--- config.mk ---
export PLATFORM = sky130hd
export DESIGN_NAME = adc_conversion_sequencer
export DESIGN_NICKNAME = d
export VERILOG_FILES = /design/src/adc_conversion_sequencer.sv /design/src/conv_clock_gen.sv
export SDC_FILE = /design/constraint.sdc
export NUM_CORES = 1
export LEC_CHECK = 0
export BUFFER_PORTS_ARGS = -buffer_cell sky130_fd_sc_hd__buf_4
export CAP_MARGIN = 10
export CELL_PAD_IN_SITES_DETAIL_PLACEMENT = 0
export CELL_PAD_IN_SITES_GLOBAL_PLACEMENT = 1
export CORE_ASPECT_RATIO = 1.2
export CORE_MARGIN = 3
export CORE_UTILIZATION = 43
export DETAILED_ROUTE_END_ITERATION = 8
export HOLD_SLACK_MARGIN = 0.03
export PLACE_DENSITY_LB_ADDON = 0.1
export SETUP_SLACK_MARGIN = 0.4
export SYNTH_ARGS = -nofsm -noshare
export SYNTH_HDL_FRONTEND = slang
export SYNTH_SLANG_ARGS = --single-unit
--- constraint.sdc ---
create_clock -name clk -period 4.2 [get_ports clk]
set_input_delay 0.84 -clock clk [delete_from_list [all_inputs] [get_ports clk]]
set_output_delay 0.84 -clock clk [all_outputs]
set_load 0.02 [all_outputs]
--- src/adc_conversion_sequencer.sv ---
// Contract
// Each 10-bit result takes eleven conversion clock periods once conversion begins.
// Clock select 000/100/001/101/010/110 give 2/4/8/16/32/64; x11 picks RC.
// Software picks the shortest conversion clock period above the minimum.
// RC clock with device clock above 1 MHz needs Sleep for the conversion.
// Keep the same device clock source until a started conversion completes.
// Software selects the RC conversion clock below 1 MHz device clock.
// Converting in Sleep is allowed only with the RC conversion clock.
// Acquisition field zero delays conversion start by one instruction cycle.
// Software clears the idle-on-sleep select before a Sleep conversion.
// Conversion runs regardless of channel select and pin direction.
// Port reads return zero for every pin configured as analog.
// A configuration strap sets the reset value of port-B analog bits.
// Clearing go aborts; result registers keep their previous value.
// After completion or abort wait two periods, then acquire again.
// Software does not set go in the write that turns converter on.
// Capacitor array is discharged before every sampling phase.
// Acquisition field 010 inserts four periods of acquisition before conversion.
// Compare event in mode 1011 with converter on sets go, clears timer.
// With converter off the event starts nothing but still clears timer.
// Software selects channel and ensures acquisition before an event trigger.
// Completion loads result pair, clears go and sets the done flag.
// Acquisition field maps 0..7 to 0,2,4,6,8,12,16,20 periods.
// Result format set right-justifies, clear left-justifies the result.
// Reset switches the converter off and aborts any conversion.
// Conversion clock is one enable pulse per period, divided or from RC.
// States discharge, acquire, convert, wait; leave acquire only on go.
`timescale 1ns/1ps
package adc_seq_pkg;
    localparam int          CLK_NS       = 50;
    localparam int          TCY_NS       = 200;
    localparam int          TCY_CYC_INT  = (TCY_NS + CLK_NS - 1) / CLK_NS;
    localparam logic [5:0]  TCY_CYC      = 6'(TCY_CYC_INT);
    localparam logic [5:0]  CONV_TADS    = 6'h0b;
    localparam logic [5:0]  WAIT_TADS    = 6'h02;
    localparam logic [5:0]  DISCH_TADS   = 6'h01;
    localparam int          RES_W        = 10;
    localparam int          N_PINS       = 13;
    localparam logic [12:0] PB_MASK      = 13'h1f00;
    localparam logic [12:0] PIN_CFG_RST  = 13'h1fff;
    localparam logic [3:0]  TRIG_MODE    = 4'hb;
    localparam logic [1:0]  RC_CODE      = 2'h3;
    // Register byte offsets
    localparam logic [7:0]  OFF_CTRL0    = 8'h00;
    localparam logic [7:0]  OFF_CTRL1    = 8'h04;
    localparam logic [7:0]  OFF_RESH     = 8'h08;
    localparam logic [7:0]  OFF_RESL     = 8'h0c;
    localparam logic [7:0]  OFF_PINCFG   = 8'h10;
    localparam logic [7:0]  OFF_PORT     = 8'h14;
    localparam logic [7:0]  OFF_STATUS   = 8'h18;
    // Field positions
    localparam int          B_ON         = 0;
    localparam int          B_GO         = 1;
    localparam int          B_CHAN       = 2;
    localparam int          B_CLKSEL     = 0;
    localparam int          B_ACQ        = 3;
    localparam int          B_FMT        = 7;
    localparam int          B_DONE       = 0;
    localparam int          B_STATE      = 8;
    localparam logic [2:0]  CLKSEL_RST   = 3'h0;
    localparam logic [2:0]  ACQ_RST      = 3'h0;

    typedef enum logic [5:0] {
        ST_OFF    = 6'h01,
        ST_DISCH  = 6'h02,
        ST_ACQ    = 6'h04,
        ST_DELAY  = 6'h08,
        ST_CONV   = 6'h10,
        ST_WAIT   = 6'h20
    } seq_state_t;

    // Acquisition periods per field code
    function automatic logic [5:0] acq_tads(input logic [2:0] code);
        unique case (code)
            3'h0: acq_tads = 6'h00;
            3'h1: acq_tads = 6'h02;
            3'h2: acq_tads = 6'h04;
            3'h3: acq_tads = 6'h06;
            3'h4: acq_tads = 6'h08;
            3'h5: acq_tads = 6'h0c;
            3'h6: acq_tads = 6'h10;
            3'h7: acq_tads = 6'h14;
        endcase
    endfunction : acq_tads

    // Oscillator periods per conversion clock, minus one
    function automatic logic [5:0] div_last(input logic [2:0] code);
        unique case (code)
            3'h0:    div_last = 6'h01;
            3'h4:    div_last = 6'h03;
            3'h1:    div_last = 6'h07;
            3'h5:    div_last = 6'h0f;
            3'h2:    div_last = 6'h1f;
            3'h6:    div_last = 6'h3f;
            default: div_last = 6'h3f;
        endcase
    endfunction : div_last
endpackage : adc_seq_pkg

module adc_conversion_sequencer (
    input  wire logic                         clk,
    input  wire logic                         resetn,
    input  wire logic                         psel,
    input  wire logic                         penable,
    input  wire logic                         pwrite,
    input  wire logic [7:0]                   paddr,
    input  wire logic [31:0]                  pwdata,
    output logic      [31:0]                  prdata,
    output logic                              pready,
    output logic                              pslverr,
    input  wire logic                         rc_clk,
    input  wire logic                         comp_above,
    input  wire logic [adc_seq_pkg::N_PINS-1:0] port_pins,
    input  wire logic                         portb_analog_reset_cfg,
    input  wire logic [3:0]                   compare_mode_field,
    input  wire logic                         special_event,
    output logic      [3:0]                   channel_select,
    output logic      [adc_seq_pkg::N_PINS-1:0] pin_analog_cfg,
    output logic                              discharge_en,
    output logic                              sample_en,
    output logic                              converting,
    output logic      [9:0]                   dac_code,
    output logic                              timer_clear
);
    import adc_seq_pkg::*;

    typedef struct packed {
        seq_state_t          state;
        logic                converter_on;
        logic                go;
        logic [3:0]          chan;
        logic [2:0]          conv_clock_select;
        logic [2:0]          acq_time_select;
        logic                result_format;
        logic [7:0]          result_high;
        logic [7:0]          result_low;
        logic [N_PINS-1:0]   pin_cfg;
        logic                strap_done;
        logic                conv_done_flag;
        logic [5:0]          cnt;
        logic                tcy_mode;
        logic [9:0]          sar;
        logic                comp_m;
        logic                comp_s;
        logic [N_PINS-1:0]   port_m;
        logic [N_PINS-1:0]   port_s;
        logic [31:0]         rdata;
        logic                slverr;
        logic                timer_clr;
    } seq_regs_t;

    seq_regs_t st_r;
    seq_regs_t st_nxt;
    logic      tad_pulse;
    logic      wr_acc;
    logic      setup;
    logic      trig;

    ////////////////////////////////////////////////////////////////////////
    conv_clock_gen u_clkgen (
        .clk               (clk),
        .resetn            (resetn),
        .enable            (st_r.converter_on),
        .conv_clock_select (st_r.conv_clock_select),
        .rc_clk            (rc_clk),
        .tad_pulse         (tad_pulse)
    );

    ////////////////////////////////////////////////////////////////////////
    // Bus handshake: one setup, one access cycle, no waits
    assign setup   = psel && !penable;
    assign pready  = psel && penable;
    assign wr_acc  = psel && penable && pwrite;
    assign prdata  = st_r.rdata;
    assign pslverr = pready && st_r.slverr;
    assign trig    = special_event && (compare_mode_field == TRIG_MODE);

    function automatic logic mapped(input logic [7:0] a);
        mapped = (a == OFF_CTRL0) || (a == OFF_CTRL1) || (a == OFF_RESH)
              || (a == OFF_RESL) || (a == OFF_PINCFG) || (a == OFF_PORT)
              || (a == OFF_STATUS);
    endfunction : mapped

    ////////////////////////////////////////////////////////////////////////
    always_comb begin
        logic [9:0] res;
        res    = st_r.sar;
        st_nxt = st_r;
        st_nxt.timer_clr = 1'b0;

        // Pin and comparator synchronisers
        st_nxt.comp_m = comp_above;
        st_nxt.comp_s = st_r.comp_m;
        st_nxt.port_m = port_pins;
        st_nxt.port_s = st_r.port_m;

        // Strap is taken on the first edge after reset release
        if (!st_r.strap_done) begin
            st_nxt.strap_done = 1'b1;
            st_nxt.pin_cfg    = (PIN_CFG_RST & ~PB_MASK)
                | (portb_analog_reset_cfg ? PB_MASK : '0);
        end

        // Read data is captured in the setup phase
        if (setup) begin
            st_nxt.slverr = !mapped(paddr);
            st_nxt.rdata  = '0;
            unique case (paddr)
                OFF_CTRL0: begin
                    st_nxt.rdata[B_ON]          = st_r.converter_on;
                    st_nxt.rdata[B_GO]          = st_r.go;
                    st_nxt.rdata[B_CHAN+:4]     = st_r.chan;
                end
                OFF_CTRL1: begin
                    st_nxt.rdata[B_CLKSEL+:3]   = st_r.conv_clock_select;
                    st_nxt.rdata[B_ACQ+:3]      = st_r.acq_time_select;
                    st_nxt.rdata[B_FMT]         = st_r.result_format;
                end
                OFF_RESH:   st_nxt.rdata[7:0] = st_r.result_high;
                OFF_RESL:   st_nxt.rdata[7:0] = st_r.result_low;
                OFF_PINCFG: st_nxt.rdata[N_PINS-1:0] = st_r.pin_cfg;
                OFF_PORT:   st_nxt.rdata[N_PINS-1:0] =
                                st_r.port_s & ~st_r.pin_cfg;
                OFF_STATUS: begin
                    st_nxt.rdata[B_DONE]        = st_r.conv_done_flag;
                    st_nxt.rdata[B_STATE+:6]    = st_r.state;
                end
                default:    st_nxt.rdata = '0;
            endcase
        end

        // Register writes take effect at the access edge
        if (wr_acc) begin
            unique case (paddr)
                OFF_CTRL0: begin
                    st_nxt.converter_on = pwdata[B_ON];
                    st_nxt.chan         = pwdata[B_CHAN+:4];
                    // Go only counts if the converter was already on
                    st_nxt.go = pwdata[B_GO] && st_r.converter_on
                                && pwdata[B_ON];
                end
                OFF_CTRL1: begin
                    st_nxt.conv_clock_select = pwdata[B_CLKSEL+:3];
                    st_nxt.acq_time_select   = pwdata[B_ACQ+:3];
                    st_nxt.result_format     = pwdata[B_FMT];
                end
                OFF_RESH:   st_nxt.result_high = pwdata[7:0];
                OFF_RESL:   st_nxt.result_low  = pwdata[7:0];
                OFF_PINCFG: st_nxt.pin_cfg     = pwdata[N_PINS-1:0];
                OFF_STATUS: if (pwdata[B_DONE]) begin
                    st_nxt.conv_done_flag = 1'b0;
                end
                default: ;
            endcase
        end

        // Trigger clears the timer whether or not the converter is on
        if (trig) begin
            st_nxt.timer_clr = 1'b1;
            if (st_r.converter_on && st_nxt.converter_on) begin
                st_nxt.go = 1'b1;
            end
        end

        // Sequencer
        unique case (st_r.state)
            ST_OFF: begin
                if (st_nxt.converter_on) begin
                    st_nxt.state = ST_DISCH;
                    st_nxt.cnt   = '0;
                end
            end
            ST_DISCH: begin
                if (tad_pulse) begin
                    st_nxt.cnt = st_r.cnt + 6'h01;
                    if (st_r.cnt + 6'h01 >= DISCH_TADS) begin
                        st_nxt.state = ST_ACQ;
                        st_nxt.cnt   = '0;
                    end
                end
            end
            ST_ACQ: begin
                if (st_r.go) begin
                    st_nxt.state    = ST_DELAY;
                    st_nxt.cnt      = '0;
                    // Zero acquisition still waits one instruction cycle
                    st_nxt.tcy_mode = (st_r.acq_time_select == 3'h0);
                end
            end
            ST_DELAY: begin
                if (!st_nxt.go) begin
                    st_nxt.state = ST_WAIT;
                    st_nxt.cnt   = '0;
                end else if (st_r.tcy_mode) begin
                    st_nxt.cnt = st_r.cnt + 6'h01;
                    if (st_r.cnt + 6'h01 >= TCY_CYC) begin
                        st_nxt.state = ST_CONV;
                        st_nxt.cnt   = '0;
                    end
                end else if (tad_pulse) begin
                    st_nxt.cnt = st_r.cnt + 6'h01;
                    if (st_r.cnt + 6'h01
                            >= acq_tads(st_r.acq_time_select)) begin
                        st_nxt.state = ST_CONV;
                        st_nxt.cnt   = '0;
                    end
                end
            end
            ST_CONV: begin
                if (!st_nxt.go) begin
                    // Partial result never reaches the result pair
                    st_nxt.state = ST_WAIT;
                    st_nxt.cnt   = '0;
                    st_nxt.sar   = '0;
                end else if (tad_pulse) begin
                    st_nxt.cnt = st_r.cnt + 6'h01;
                    if (st_r.cnt == 6'h00) begin
                        st_nxt.sar = 10'h200;
                    end else begin
                        // Decide bit 10-cnt, then trial the next one
                        res = st_r.sar;
                        if (!st_r.comp_s) begin
                            res[4'(RES_W) - st_r.cnt[3:0]] = 1'b0;
                        end
                        if (st_r.cnt < 6'(RES_W)) begin
                            res[4'(RES_W - 1) - st_r.cnt[3:0]] = 1'b1;
                        end
                        st_nxt.sar = res;
                    end
                    if (st_r.cnt + 6'h01 >= CONV_TADS) begin
                        st_nxt.state          = ST_WAIT;
                        st_nxt.cnt            = '0;
                        st_nxt.go             = 1'b0;
                        st_nxt.conv_done_flag = 1'b1;
                        if (st_r.result_format) begin
                            st_nxt.result_high = {6'h00, res[9:8]};
                            st_nxt.result_low  = res[7:0];
                        end else begin
                            st_nxt.result_high = res[9:2];
                            st_nxt.result_low  = {res[1:0], 6'h00};
                        end
                    end
                end
            end
            ST_WAIT: begin
                if (tad_pulse) begin
                    st_nxt.cnt = st_r.cnt + 6'h01;
                    if (st_r.cnt + 6'h01 >= WAIT_TADS) begin
                        st_nxt.state = ST_DISCH;
                        st_nxt.cnt   = '0;
                    end
                end
            end
        endcase

        // Switching off aborts wherever the sequencer is
        if (!st_nxt.converter_on) begin
            st_nxt.state = ST_OFF;
            st_nxt.go    = 1'b0;
            st_nxt.cnt   = '0;
        end
    end

    ////////////////////////////////////////////////////////////////////////
    // Result pair is cleared by every reset here, unlike the real part; zero is
    // loaded so that simulation starts from a known value.
    always_ff @(posedge clk or negedge resetn) begin
        if (!resetn) begin
            st_r                   <= '0;
            st_r.state             <= ST_OFF;
            st_r.conv_clock_select <= CLKSEL_RST;
            st_r.acq_time_select   <= ACQ_RST;
            st_r.pin_cfg           <= PIN_CFG_RST;
        end else begin
            st_r <= st_nxt;
        end
    end

    ////////////////////////////////////////////////////////////////////////
    // Channel mux runs from the register alone; pin direction is ignored
    assign channel_select = st_r.chan;
    assign pin_analog_cfg = st_r.pin_cfg;
    assign discharge_en   = st_r.state == ST_DISCH;
    assign sample_en      = (st_r.state == ST_ACQ)
                          || (st_r.state == ST_DELAY);
    assign converting     = st_r.state == ST_CONV;
    assign dac_code       = st_r.sar;
    assign timer_clear    = st_r.timer_clr;
endmodule : adc_conversion_sequencer

--- src/conv_clock_gen.sv ---
`timescale 1ns/1ps
module conv_clock_gen (
    input  wire logic       clk,
    input  wire logic       resetn,
    input  wire logic       enable,
    input  wire logic [2:0] conv_clock_select,
    input  wire logic       rc_clk,
    output logic            tad_pulse
);
    import adc_seq_pkg::*;

    typedef struct packed {
        logic [5:0] div;
        logic       rc_m;
        logic       rc_s;
        logic       rc_d;
        logic       pulse;
    } clkgen_regs_t;

    clkgen_regs_t st_r;
    clkgen_regs_t st_nxt;

    always_comb begin
        logic [5:0] last;
        last      = div_last(conv_clock_select);
        st_nxt    = st_r;
        // RC source crosses in via two flops; edge seen after the second
        st_nxt.rc_m  = rc_clk;
        st_nxt.rc_s  = st_r.rc_m;
        st_nxt.rc_d  = st_r.rc_s;
        st_nxt.pulse = 1'b0;
        if (!enable) begin
            st_nxt.div = '0;
        end else if (conv_clock_select[1:0] == RC_CODE) begin
            st_nxt.div   = '0;
            st_nxt.pulse = st_r.rc_s && !st_r.rc_d;
        end else if (st_r.div >= last) begin
            // Also recovers when the divide is shortened mid-count
            st_nxt.div   = '0;
            st_nxt.pulse = 1'b1;
        end else begin
            st_nxt.div = st_r.div + 6'h01;
        end
    end

    always_ff @(posedge clk or negedge resetn) begin
        if (!resetn) begin
            st_r <= '0;
        end else begin
            st_r <= st_nxt;
        end
    end

    assign tad_pulse = st_r.pulse;
endmodule : conv_clock_gen

* Word-level counts from Yosys, hierarchy flattened *
Memories as Yosys holds them, arrays and structs flattened.
Index checks and enable logic that the tools add are counted.

storage, ports and cells
  memories kept = 1
  memory bits (writable) = 0
  output and inout bits = 65
  input bits = 66
  bits in read-only memories = 32
  latch bits = 0
  register bits = 121

memory list
  memory            depth  width  rd ports  clocked after Yosys merged registers in  wr ports  line                            source
  (name not given)  8      4      1         0                                        0         adc_conversion_sequencer.sv:74  unique case (code)

cells by class
  divide/modulo/power cells = 0
  bitwise operators = 5
  shift-type cells = 0
  add/sub/neg operators = 4
  reductions and logical operators = 31
  multipliers = 0
  equality and inequality tests = 29
  mux-type cells = 87
  magnitude comparators = 11

operator list
  operator             number
  $mux 6               33
  $mux 10              10
  $mux 16              5
  $pmux 6 s6           2
  $mux 42              1
  $pmux 5 s6           1
  $pmux 6 s5           1
  $mux 7               4
  $mux 13              2
  $eq 8x5->1 const B   3
  $mux 1               19
  $eq 8x4->1 const B   2
  $mux 8               2
  $pmux 5 s3           1
  $mux 14              1
  $and 13x13->13       1
  $not 13->13          1
  $add 6x1->6 const B  2
  $ge 6x6->1           2
  $logic_and 1x1->1    11
  $and 10x10->10       1
  $lt 4x5->1 const B   2
  $ne 5x5->1 const B   2
  $not 10->10          1
  other kinds (38)     57

* Longest topological paths before layout *
Gate-level depths: netlist of the first run.

  word-level depth = 20
  depth in mapped cells = 12
  gate-level depth less buffers = 11

* Hierarchy *
Synthesis of the first run repeated with hierarchy kept, for this count alone.

unflattened totals
  cell total of the unflattened synthesis = 719
  area, all modules = 6985.4 µm²

by module, submodules not included
  module                    area each (µm²)  cells each  seq. area each (µm²)  times used
  adc_conversion_sequencer  6466.2           670         2795.2                1
  conv_clock_gen            519.2            49          250.2                 1

* Worst setup path after synthesis of the first run *
No wires, ideal clock.

  path kind = input -> register
  start point = input port paddr[5]
  end point = register st_r[127] (netlist bit)
  cell stages on the path = 8
  data required time = 4108 ps
  slack = 1047 ps
  buffers on the path = 1
  data arrival time = 3061 ps
  path through = or4_4 -> or3_1 -> buf_6 -> a221o_1 -> a311oi_4 -> and3_1 -> nand2_2 -> o31ai_2

between the ends
  word-level cells in the longest chain between the ends = 9

ends and longest elaborated chain
  item                       line                                                              source
  start: declaration         adc_conversion_sequencer.sv:106                                   input wire logic [7:0] paddr,
  $logic_not 8->1 *          adc_conversion_sequencer.sv:234                                   unique case (paddr)
  $mux 6 *                   adc_conversion_sequencer.sv:234
  $mux 42 *                  adc_conversion_sequencer.sv:233                                   if (wr_acc) begin
  $logic_and 1x1->1          adc_conversion_sequencer.sv:260                                   if (st_r.converter_on && st_nxt.converter_on) begin
  $mux 1                     adc_conversion_sequencer.sv:260
  $mux 1                     adc_conversion_sequencer.sv:258                                   if (trig) begin
  $mux 6 (on tied branches)  adc_conversion_sequencer.sv:310, adc_conversion_sequencer.sv:291
  $pmux 6 s6                 adc_conversion_sequencer.sv:266                                   unique case (st_r.state)
  $mux 6                     adc_conversion_sequencer.sv:357                                   if (!st_nxt.converter_on) begin
  end signal: assignment     adc_conversion_sequencer.sv:375                                   st_r <= st_nxt;
  end: declaration           adc_conversion_sequencer.sv:152                                   seq_regs_t st_r;

Every way passes the cells marked *; elsewhere a longest branch is shown, timed or not.
A chain may end at the register's enable or synchronous reset.

* Final worst setup path of the first run *
  start point = register st_r[73] (netlist bit)
  end point = register st_r[75] (netlist bit)

between the ends
  word-level cells in the longest chain between the ends = 8

ends and longest elaborated chain
  item           line                             source
  $add 6x1->6 *  -
  $ge 6x6->1     adc_conversion_sequencer.sv:303  >= acq_tads(st_r.acq_time_select)) begin
  $mux 6         adc_conversion_sequencer.sv:302  if (st_r.cnt + 6'h01
  $mux 6         adc_conversion_sequencer.sv:300  end else if (tad_pulse) begin
  $mux 6         adc_conversion_sequencer.sv:294  end else if (st_r.tcy_mode) begin
  $mux 6         adc_conversion_sequencer.sv:291  if (!st_nxt.go) begin
  $pmux 6 s6 *   adc_conversion_sequencer.sv:266
  $mux 6 *       adc_conversion_sequencer.sv:357

Every way passes the cells marked *; elsewhere a longest branch is shown, timed or not. The select of a mux whose other input is x is not followed.

==> run summary, run 1 <==
Status = finished, final reports clean
Worst setup margin = 0.7227 ns
Primary FF master, synth = dfrtp_1
Slew Limit Fails = 0
Pin count of the biggest net entering global routing = 122
Post-CTS sizing = 0
DRC violations left = 0
Final setup violation count = 0
First-pass GRT wire length = 27550 um
Multi-input logic area = 0.002995 sq mm
Final net count = 815
Final wirelength = 17250 um
I/O pins = 131
Peak Freq = 0.2876 GHz
Mapped Area = 0.006620 sq mm
Clock-pin slew on the worst setup and hold paths = 0.06 ns
Sequential cell area = 0.003045 sq mm
Final Critical Period = 3.477 ns
Number of global-route vias before repair = 5067
Via count = 5189
Dpl ws = 0.5260 ns
CTS tree = done
Ys async rst share = 100.0%
Power per Cell Area = 373.7 mW/mm^2
Cell variety after synth = 71
Clock Sink Count = 121
Postcts setup bufs = 0
Die Ht = 141.9 um
Most common cell after layout, fill and taps aside = dfrtp_1
RSZ-0062 raised after global routing = no
Layout cells sized above 1 = 22.45%
Leak Pwr = 3.673 nW
Antenna diode count = 0
Ys Warns = 0
Setup crit end kind = register
CP Data Required Time = 4.56 ns
Cell Rows = 49
FILL cells = 1410
Root Driver = clkbuf_16
Port Buffers = 93
Min-delay worst type = register to register
CP startpoint kind = register
Initial antenna violation count = 0
CP max FO = 13
Fin. Hold Viols = 0
Setup tns final = 0 ns
Final Wtd Congestion = 0.8765
Post-route ant nets = 0
Die X = 119.3 um
Initial DRC count = 347
Overflow after GRT = 0
Final worst-path cycle share = 82.79%
Core Region = 0.01502 sq mm
CP Data Arrival Time = 3.84 ns
Worst slew pin tran = 0.9385 ns
Gr usage total = 20.78%
Max-cap viol count = 0
Sequential share of the synthesized area = 46.00%
CTS buffer count = 17
Routed len/inst = 18.20 um
Clk_skew = 0.008167 ns
CTS H-Tree Depth = 4
Max_slew headroom = 35.64%
Worst VDD drop = 0.3150 mV
Mean post-synth cell area = 9.693 sq um
DP HPWL = 12720 um
Cells after Synth = 683
#FFs+latches synth = 121
Crit Path Category = register to register
Die Footprint = 0.01693 sq mm
Worst skew pair latency = 0.42 ns
Hold buffer count at cts = 0
Initial core utilization = 44.07%
Area growth syn-to-layout = 17.18%
DRT Pass-1 Iters = 5
Vias/cell = 5.474
Post-synth EDFFs = 0
Most frequent cells in the layout = dfrtp_1, buf_4, nand2_1, nor2_1, a21oi_1
Max Root-Sink Buffers = 2
==> layout make-up <==
cell class	count	share of cell area, %
flip-flops and latches	121	39.26
multi-input cells	469	38.61
repair buffers	100	9.839
clock buffers	18	5.532
well taps	204	3.290
clock inverters	14	2.403
inverters	22	1.065
==> metal layers <==
metal  wire (um)  vias to the layer above  share of wire [%]  global-route usage [%]
li1            -                     2484                  -                       -
met1        7607                     2508                 44                   27.48
met2        8349                      172                 48                   33.43
met3         932                       25                5.4                   4.984
met4         363                        0                2.1                   7.566
met5           0                        -                  0                       0
==> sequential cells by signal, summed over array words and instances, names as in the netlist <==
name / cells
st_r: 55
prdata: 14
st_nxt: 14
pin_analog_cfg: 13
dac_code: 10
u_clkgen.st_r: 7
channel_select: 4
u_clkgen.st_nxt: 2
timer_clear: 1
u_clkgen.tad_pulse: 1
==> cells by family after synthesis <==
group           share of synthesized area (%)
buf+inv                                 9.715
other cells                            0.1134
xor+xnor                                1.191
simple gates                            16.61
mux                                     5.954
flops                                   46.00
compound gates                          17.01
fa+ha+maj                               3.402
==> report_power, final <==
group	switching, mW	total, mW	internal (mW)	leakage [nW]
sequential	0.0208	1.22	1.20	1.56
combinational	0.0931	0.153	0.0595	1.82
clock	0.578	1.53	0.949	0.295
total	0.692	2.90	2.21	3.67
==> worst paths after layout <==
| kind | from | end | slack (ns) | cells past startpoint |
|---|---|---|---|---|
| max in group asynchronous | resetn | st_nxt[35]$_DFF_PN0_ | 3.21 | 2 |
| worst max register to register | st_r[73]$_DFFE_PN0P_ | st_r[75]$_DFFE_PN0P_ | 0.72 | 11 |
| worst min register to register | st_nxt[40]$_DFF_PN0_ | st_r[40]$_DFF_PN0_ | 0.35 | 0 |
| min in group asynchronous | resetn | st_nxt[45]$_DFF_PN0_ | 0.49 | 2 |
| worst min-delay path | st_nxt[40]$_DFF_PN0_ | st_r[40]$_DFF_PN0_ | 0.35 | 0 |
| worst max-delay path | st_r[73]$_DFFE_PN0P_ | st_r[75]$_DFFE_PN0P_ | 0.72 | 11 |
==> through the flow <==
step | util [%] | power [mW] | hold WS, ns | instance area (sq um) | instances
6_report | 51.65 | 2.899 | 0.3499 | 7757 | 948
3_3_place_gp | 47.55 | 1.391 | 0.3317 | 7142 | 916
3_5_place_dp | 47.55 | 1.395 | 0.3363 | 7142 | 916
5_1_grt | 51.65 | 3.002 | 0.3539 | 7757 | 948
4_1_cts | 51.65 | 2.927 | 0.3509 | 7757 | 948
2_1_floorplan | - | 1.320 | 0.3312 | 6684 | 700
==> Yosys cell counts, types with 3 or more instances <==
cell | number | share of area (%)
nand3_1 | 15 | 1.1
a31oi_1 | 11 | 1.0
dfrtp_1 | 107 | 40
nand3b_1 | 6 | 0.68
a21oi_1 | 34 | 2.6
o211ai_1 | 5 | 0.57
xnor2_1 | 6 | 0.79
nor4_1 | 9 | 0.85
xor2_1 | 3 | 0.40
dfstp_2 | 14 | 5.6
nor3_1 | 8 | 0.60
a21o_1 | 8 | 0.91
nor2_1 | 48 | 2.7
inv_1 | 22 | 1.2
mux2i_1 | 27 | 4.1
and3_1 | 14 | 1.3
clkbuf_1 | 25 | 1.4
mux2_2 | 11 | 1.9
ha_1 | 18 | 3.4
nand2b_1 | 5 | 0.47
and2_1 | 6 | 0.57
a221o_1 | 3 | 0.45
a22o_1 | 6 | 0.79
or3_1 | 4 | 0.38
a221oi_1 | 6 | 0.79
a22oi_1 | 11 | 1.2
and3b_1 | 4 | 0.53
a211oi_1 | 4 | 0.45
o21ai_0 | 31 | 2.3
nor2b_1 | 10 | 0.95
nand2_1 | 78 | 4.4
nand4_1 | 4 | 0.38
buf_4 | 59 | 6.7
o22ai_1 | 16 | 1.5
==> worst max-delay path, stage by stage, from the launching register on <==
cell and delay [ns]:
dfrtp_1 0.61, inv_1 0.17, ha_1 0.41, inv_1 0.06
ha_1 0.28, a21bo_2 0.21, a21o_1 0.18, a2111oi_2 0.55
a221oi_1 0.11, a211oi_1 0.51, o2111ai_1 0.20, nand2_1 0.10
Power figures use the tool's default switching activity.
==> run 2, diff against run 1 <==
- CORE_UTILIZATION: 43 -> 38
- clock period: 4.2 -> 3 ns (I/O delays scaled with it)
==> run summary, run 2 (synthesis results as in run 1) <==
Worst skew pair latency = 0.42 ns
Max-cap viol count = 0
Crit path max-delay family = simple AND/OR/NAND/NOR gates
Power per Cell Area = 477.5 mW/mm^2
RR Startpoint = st_r[74]$_DFFE_PN0P_
Final worst-path cycle share = 87.56%
Fin. Hold Viols = 0
Hold buffer count at cts = 0
CP Data Arrival Time = 2.92 ns
Initial antenna violation count = 0
Overflow after GRT = 0
Vias/cell = 5.336
Cell Rows = 52
First-pass GRT wire length = 29170 um
Initial core utilization = 38.98%
Worst path depth = 9
CTS H-Tree Depth = 4
CP Data Required Time = 3.29 ns
CP max FO = 4
Most common cell after layout, fill and taps aside = buf_4
Antenna diode count = 0
Core Region = 0.01698 sq mm
R2R setup slack = 0.38 ns
Largest reg by FF count = st_r
Status = finished, final reports clean
Die Footprint = 0.01905 sq mm
Gr usage total = 19.53%
Final Wtd Congestion = 0.8578
Root Driver = clkbuf_16
CP max stage cell = or4_4
Setup tns final = 0 ns
Final setup violation count = 0
Most frequent cells in the layout = buf_4, dfrtp_1, nand2_1, nor2_1, a21oi_1
Peak Freq = 0.3807 GHz
CP peak stage delay = 0.54 ns
Min-delay worst type = primary input to asynchronous set/reset pin
Final wirelength = 18160 um
Leak Pwr = 3.984 nW
Post-route ant nets = 0
DRC violations left = 0
Placed Area = 0.007475 sq mm
Setup crit end kind = register
Max Root-Sink Buffers = 2
DP HPWL = 13380 um
Layout cells sized above 1 = 33.50%
CTS tree = done
Pin count of the biggest net entering global routing = 52
Worst slew pin tran = 0.6467 ns
CP most frequent cell = buf_4
Final Critical Period = 2.627 ns
Final Instance Area = 0.008529 sq mm
Final net count = 866
Worst Path Buf+Inv = 3
Crit Path Category = primary input to register
Worst r2r path cells = 12
Worst VDD drop = 0.3729 mV
Worst-path cell chain = buf_4 -> or4_4 -> or3_4 -> buf_6 -> a221oi_4 -> buf_4 -> nor2_4 -> and3_4 -> a222oi_1
Clock-pin slew on the worst setup and hold paths = 0.05 ns
Routed len/inst = 17.98 um
FF-to-FF End = st_r[127]$_DFFE_PN0P_
Area growth syn-to-layout = 28.84%
Initial DRC count = 290
Die X = 126.5 um
Clk_skew = 0.006408 ns
Number of global-route vias before repair = 5333
DRT Pass-1 Iters = 5
CP startpoint kind = primary input
Die Ht = 150.6 um
I/O pins = 131
Clock Sink Count = 121
Port Buffers = 93
Slew Limit Fails = 0
Max reg flops = 55
CTS buffer count = 17
Via count = 5389
RSZ-0062 raised after global routing = yes
Max_slew headroom = 56.89%
-- run 2: cell count changes in the layout (fill, tap and decap cells not counted), moves of 6 or more --
| cell | delta |
|---|---|
| buf_4 | +44 |
| o21ai_0 | -7 |
| o21ai_1 | +7 |
| buf_6 | +6 |
| clkbuf_8 | +6 |
| inv_6 | -6 |
-- run 2: report_power, final --
part	total, mW	switching (mW)	internal, mW
Clock	2.14	0.710	1.43
Sequential	1.71	0.0283	1.68
Combinational	0.223	0.133	0.0905
Total	4.07	0.871	3.20
-- run 2: stage by stage --
stage          total power, mW  instances  setup slack [ns]  hold WS (ns)  util [%]
2_1_floorplan            1.848        700            0.1367        0.3044         -
3_3_place_gp             1.955        965          -0.03292        0.3335     44.02
3_5_place_dp             1.959        965          -0.09100        0.3358     44.02
4_1_cts                  4.132       1007            0.3622        0.1998     49.22
5_1_grt                  4.218       1010            0.2431        0.2317     50.23
6_report                 4.073       1010            0.3732        0.1887     50.23
-- run 2: worst register-to-register path, stage by stage, from the launching register on --
cell	delay, ns
dfrtp_2	0.46
ha_4	0.19
nand3_4	0.08
xnor2_2	0.18
ha_2	0.24
buf_6	0.12
a211oi_4	0.04
nor4_4	0.34
a2111oi_4	0.10
buf_4	0.17
o31a_4	0.28
o211ai_1	0.19
o31ai_2	0.09
-- run 2: how the worst max path moves through the flow --
stage | to | startpoint | slack (ns)
finish | st_r[101]$_DFF_PN0_ | paddr[5] | 0.37
global route | st_r[127]$_DFFE_PN0P_ | st_r[74]$_DFFE_PN0P_ | 0.24
CTS | st_r[73]$_DFFE_PN0P_ | st_r[74]$_DFFE_PN0P_ | 0.36
detailed placement | st_r[76]$_DFFE_PN0P_ | paddr[5] | -0.09
global placement | st_r[127]$_DFFE_PN0P_ | paddr[5] | -0.03
floorplan | st_r[127]$_DFFE_PN0P_ | paddr[5] | 0.14
-- run 2: routing by layer --
metal | GRT usage (%) | part of all wire [%] | wire length (um) | vias up
met5 | 0 | 0 | 0 | -
met4 | 6.223 | 1.3 | 228 | 0
met3 | 3.974 | 4.6 | 841 | 16
met2 | 31.70 | 48 | 8779 | 141
met1 | 26.29 | 46 | 8312 | 2645
li1 | - | - | - | 2587
-- run 2: layout make-up --
type | count | area [sq um]
inverter | 22 | 91.34
clock inverter | 6 | 110.1
timing repair buffer | 151 | 1176
sequential | 121 | 3049
multi-input combinational | 469 | 3317
tap | 216 | 270.3
fill | 1577 | 8452
clock buffer | 25 | 515.5
-- run 2: what timing repair did --
action / CTS / global route
pin swaps: 23 / 15
buffers inserted: 11 / 3
gates resized for setup: 41 / 36
endpoints found under the setup margin: 17 / 29
==> run 3, diff against run 2 <==
- CORE_ASPECT_RATIO: 1.2 -> unset
==> run summary, run 3 (synthesis results as in run 1) <==
I/O pins = 131
Worst VDD drop = 0.3666 mV
Crit Path Category = register to register
Max Root-Sink Buffers = 2
Final net count = 857
Final Instance Area = 0.008473 sq mm
Overflow after GRT = 0
CTS H-Tree Depth = 4
Leak Pwr = 3.967 nW
RSZ-0062 raised after global routing = yes
Initial DRC count = 318
FF-to-FF End = st_r[77]$_DFFE_PN0P_
Max reg flops = 55
Worst r2r path cells = 10
Final Wtd Congestion = 0.8563
CP startpoint kind = register
Die X = 138.0 um
Fin cells = 1006
Peak Freq = 0.3810 GHz
Initial core utilization = 39.36%
Worst skew pair latency = 0.42 ns
Die Ht = 138.0 um
Worst slew pin tran = 0.8420 ns
Antenna diode count = 0
First-pass GRT wire length = 29060 um
Worst hold margin = 0.1623 ns
Met3 GRT Util = 3.846%
Status = finished, final reports clean
Util after Layout = 50.38%
Layout cells sized above 1 = 32.82%
Port Buffers = 93
Cell Rows = 47
CP Data Required Time = 3.35 ns
GR Util met1 = 26.84%
Final Critical Period = 2.625 ns
DP HPWL = 13400 um
CP Data Arrival Time = 2.98 ns
Final setup violation count = 0
Number of global-route vias before repair = 5415
Initial antenna violation count = 0
Met2 Usage GRT = 32.59%
Most frequent cells in the layout = buf_4, dfrtp_1, nand2_1, nor2_1, a21oi_1
Max-cap viol count = 0
R2R setup slack = 0.38 ns
Clock Sink Count = 121
Hold buffer count at cts = 0
Area growth syn-to-layout = 27.99%
Layer carrying the most global-route usage = met2
Final worst-path cycle share = 87.49%
Clk_skew = 0.007302 ns
Clock-pin slew on the worst setup and hold paths = 0.06 ns
Setup crit end kind = register
Core Region = 0.01682 sq mm
Fin. Hold Viols = 0
DRT Pass-1 Iters = 5
DRC violations left = 0
Largest reg by FF count = st_r
Final wirelength = 18610 um
CP max FO = 5
CTS buffer count = 17
Power per Cell Area = 489.0 mW/mm^2
Vias/cell = 5.417
Placed Cells = 961
Via count = 5449
Routed len/inst = 18.50 um
Pin count of the biggest net entering global routing = 57
RR Startpoint = st_r[74]$_DFFE_PN0P_
Max_slew headroom = 43.73%
Die Footprint = 0.01904 sq mm
FILL cells = 1592
Gr usage total = 19.97%
CTS tree = done
Overall power = 4.144 mW
Slew Limit Fails = 0
Min-delay worst type = primary input to asynchronous set/reset pin
Placed Area = 0.007420 sq mm
Root Driver = clkbuf_16
Most common cell after layout, fill and taps aside = buf_4
Post-route ant nets = 0
## run 3: where the power goes
group / switching, mW / internal, mW / total [mW] / leakage, nW
Clock: 0.802 / 1.41 / 2.21 / 0.311
Sequential: 0.0281 / 1.68 / 1.71 / 1.55
Combinational: 0.137 / 0.0900 / 0.227 / 2.11
## run 3: how the worst max path moves through the flow
stage | from | endpoint | slack, ns | depth (start not counted)
final | st_r[74]$_DFFE_PN0P_ | st_r[77]$_DFFE_PN0P_ | 0.38 | 10
after global routing | st_r[74]$_DFFE_PN0P_ | st_r[73]$_DFFE_PN0P_ | 0.30 | 8
after CTS | st_r[74]$_DFFE_PN0P_ | st_r[109]$_DFF_PN0_ | 0.37 | 10
after detailed placement | paddr[5] | st_r[73]$_DFFE_PN0P_ | -0.08 | 8
after floorplan | paddr[5] | st_r[127]$_DFFE_PN0P_ | 0.14 | 8
after global placement | paddr[5] | st_r[73]$_DFFE_PN0P_ | -0.07 | 8
## run 3: repair_timing
action | in CTS | in global routing
buffers inserted | 12 | 1
pin swaps | 16 | 12
endpoints found under the setup margin | 15 | 33
resized for setup | 37 | 25
endpoints found under the hold margin | 0 | 0
## run 3: worst max-delay path: stages, from the launching register on
cell and delay, ns:
dfrtp_2 0.47, ha_4 0.20, buf_8 0.13, xor2_4 0.18, ha_4 0.22, a21o_1 0.21, a2111oi_4 0.47, buf_4 0.21
nor3_1 0.05, o21ai_1 0.21, a32o_1 0.20
## run 3: per-stage QoR
stage / TNS [ns] / setup slack (ns)
after floorplan: 0 / 0.1367
after global placement: -0.2255 / -0.06746
after detailed placement: -0.3065 / -0.08098
after CTS: 0 / 0.3651
after global routing: 0 / 0.2971
final: 0 / 0.3752
## run 3: area by class of cell
type / count / area (sq um) / share of cell area, %
clock buffer: 17 / 425.4 / 5.021
clock inverter: 15 / 214.0 / 2.525
inverter: 22 / 85.08 / 1.004
multi-input combinational: 469 / 3334 / 39.35
sequential: 121 / 3049 / 35.99
tap: 220 / 275.3 / 3.249
timing repair buffer: 142 / 1090 / 12.86
## run 3: routing by layer
layer  share of wire (%)  wire (um)  up-vias
li1                    -          -     2553
met1                  45       8323     2717
met2                  49       9072      151
met3                 4.6        861       28
met4                 1.9        354        0
met5                   0          0        -
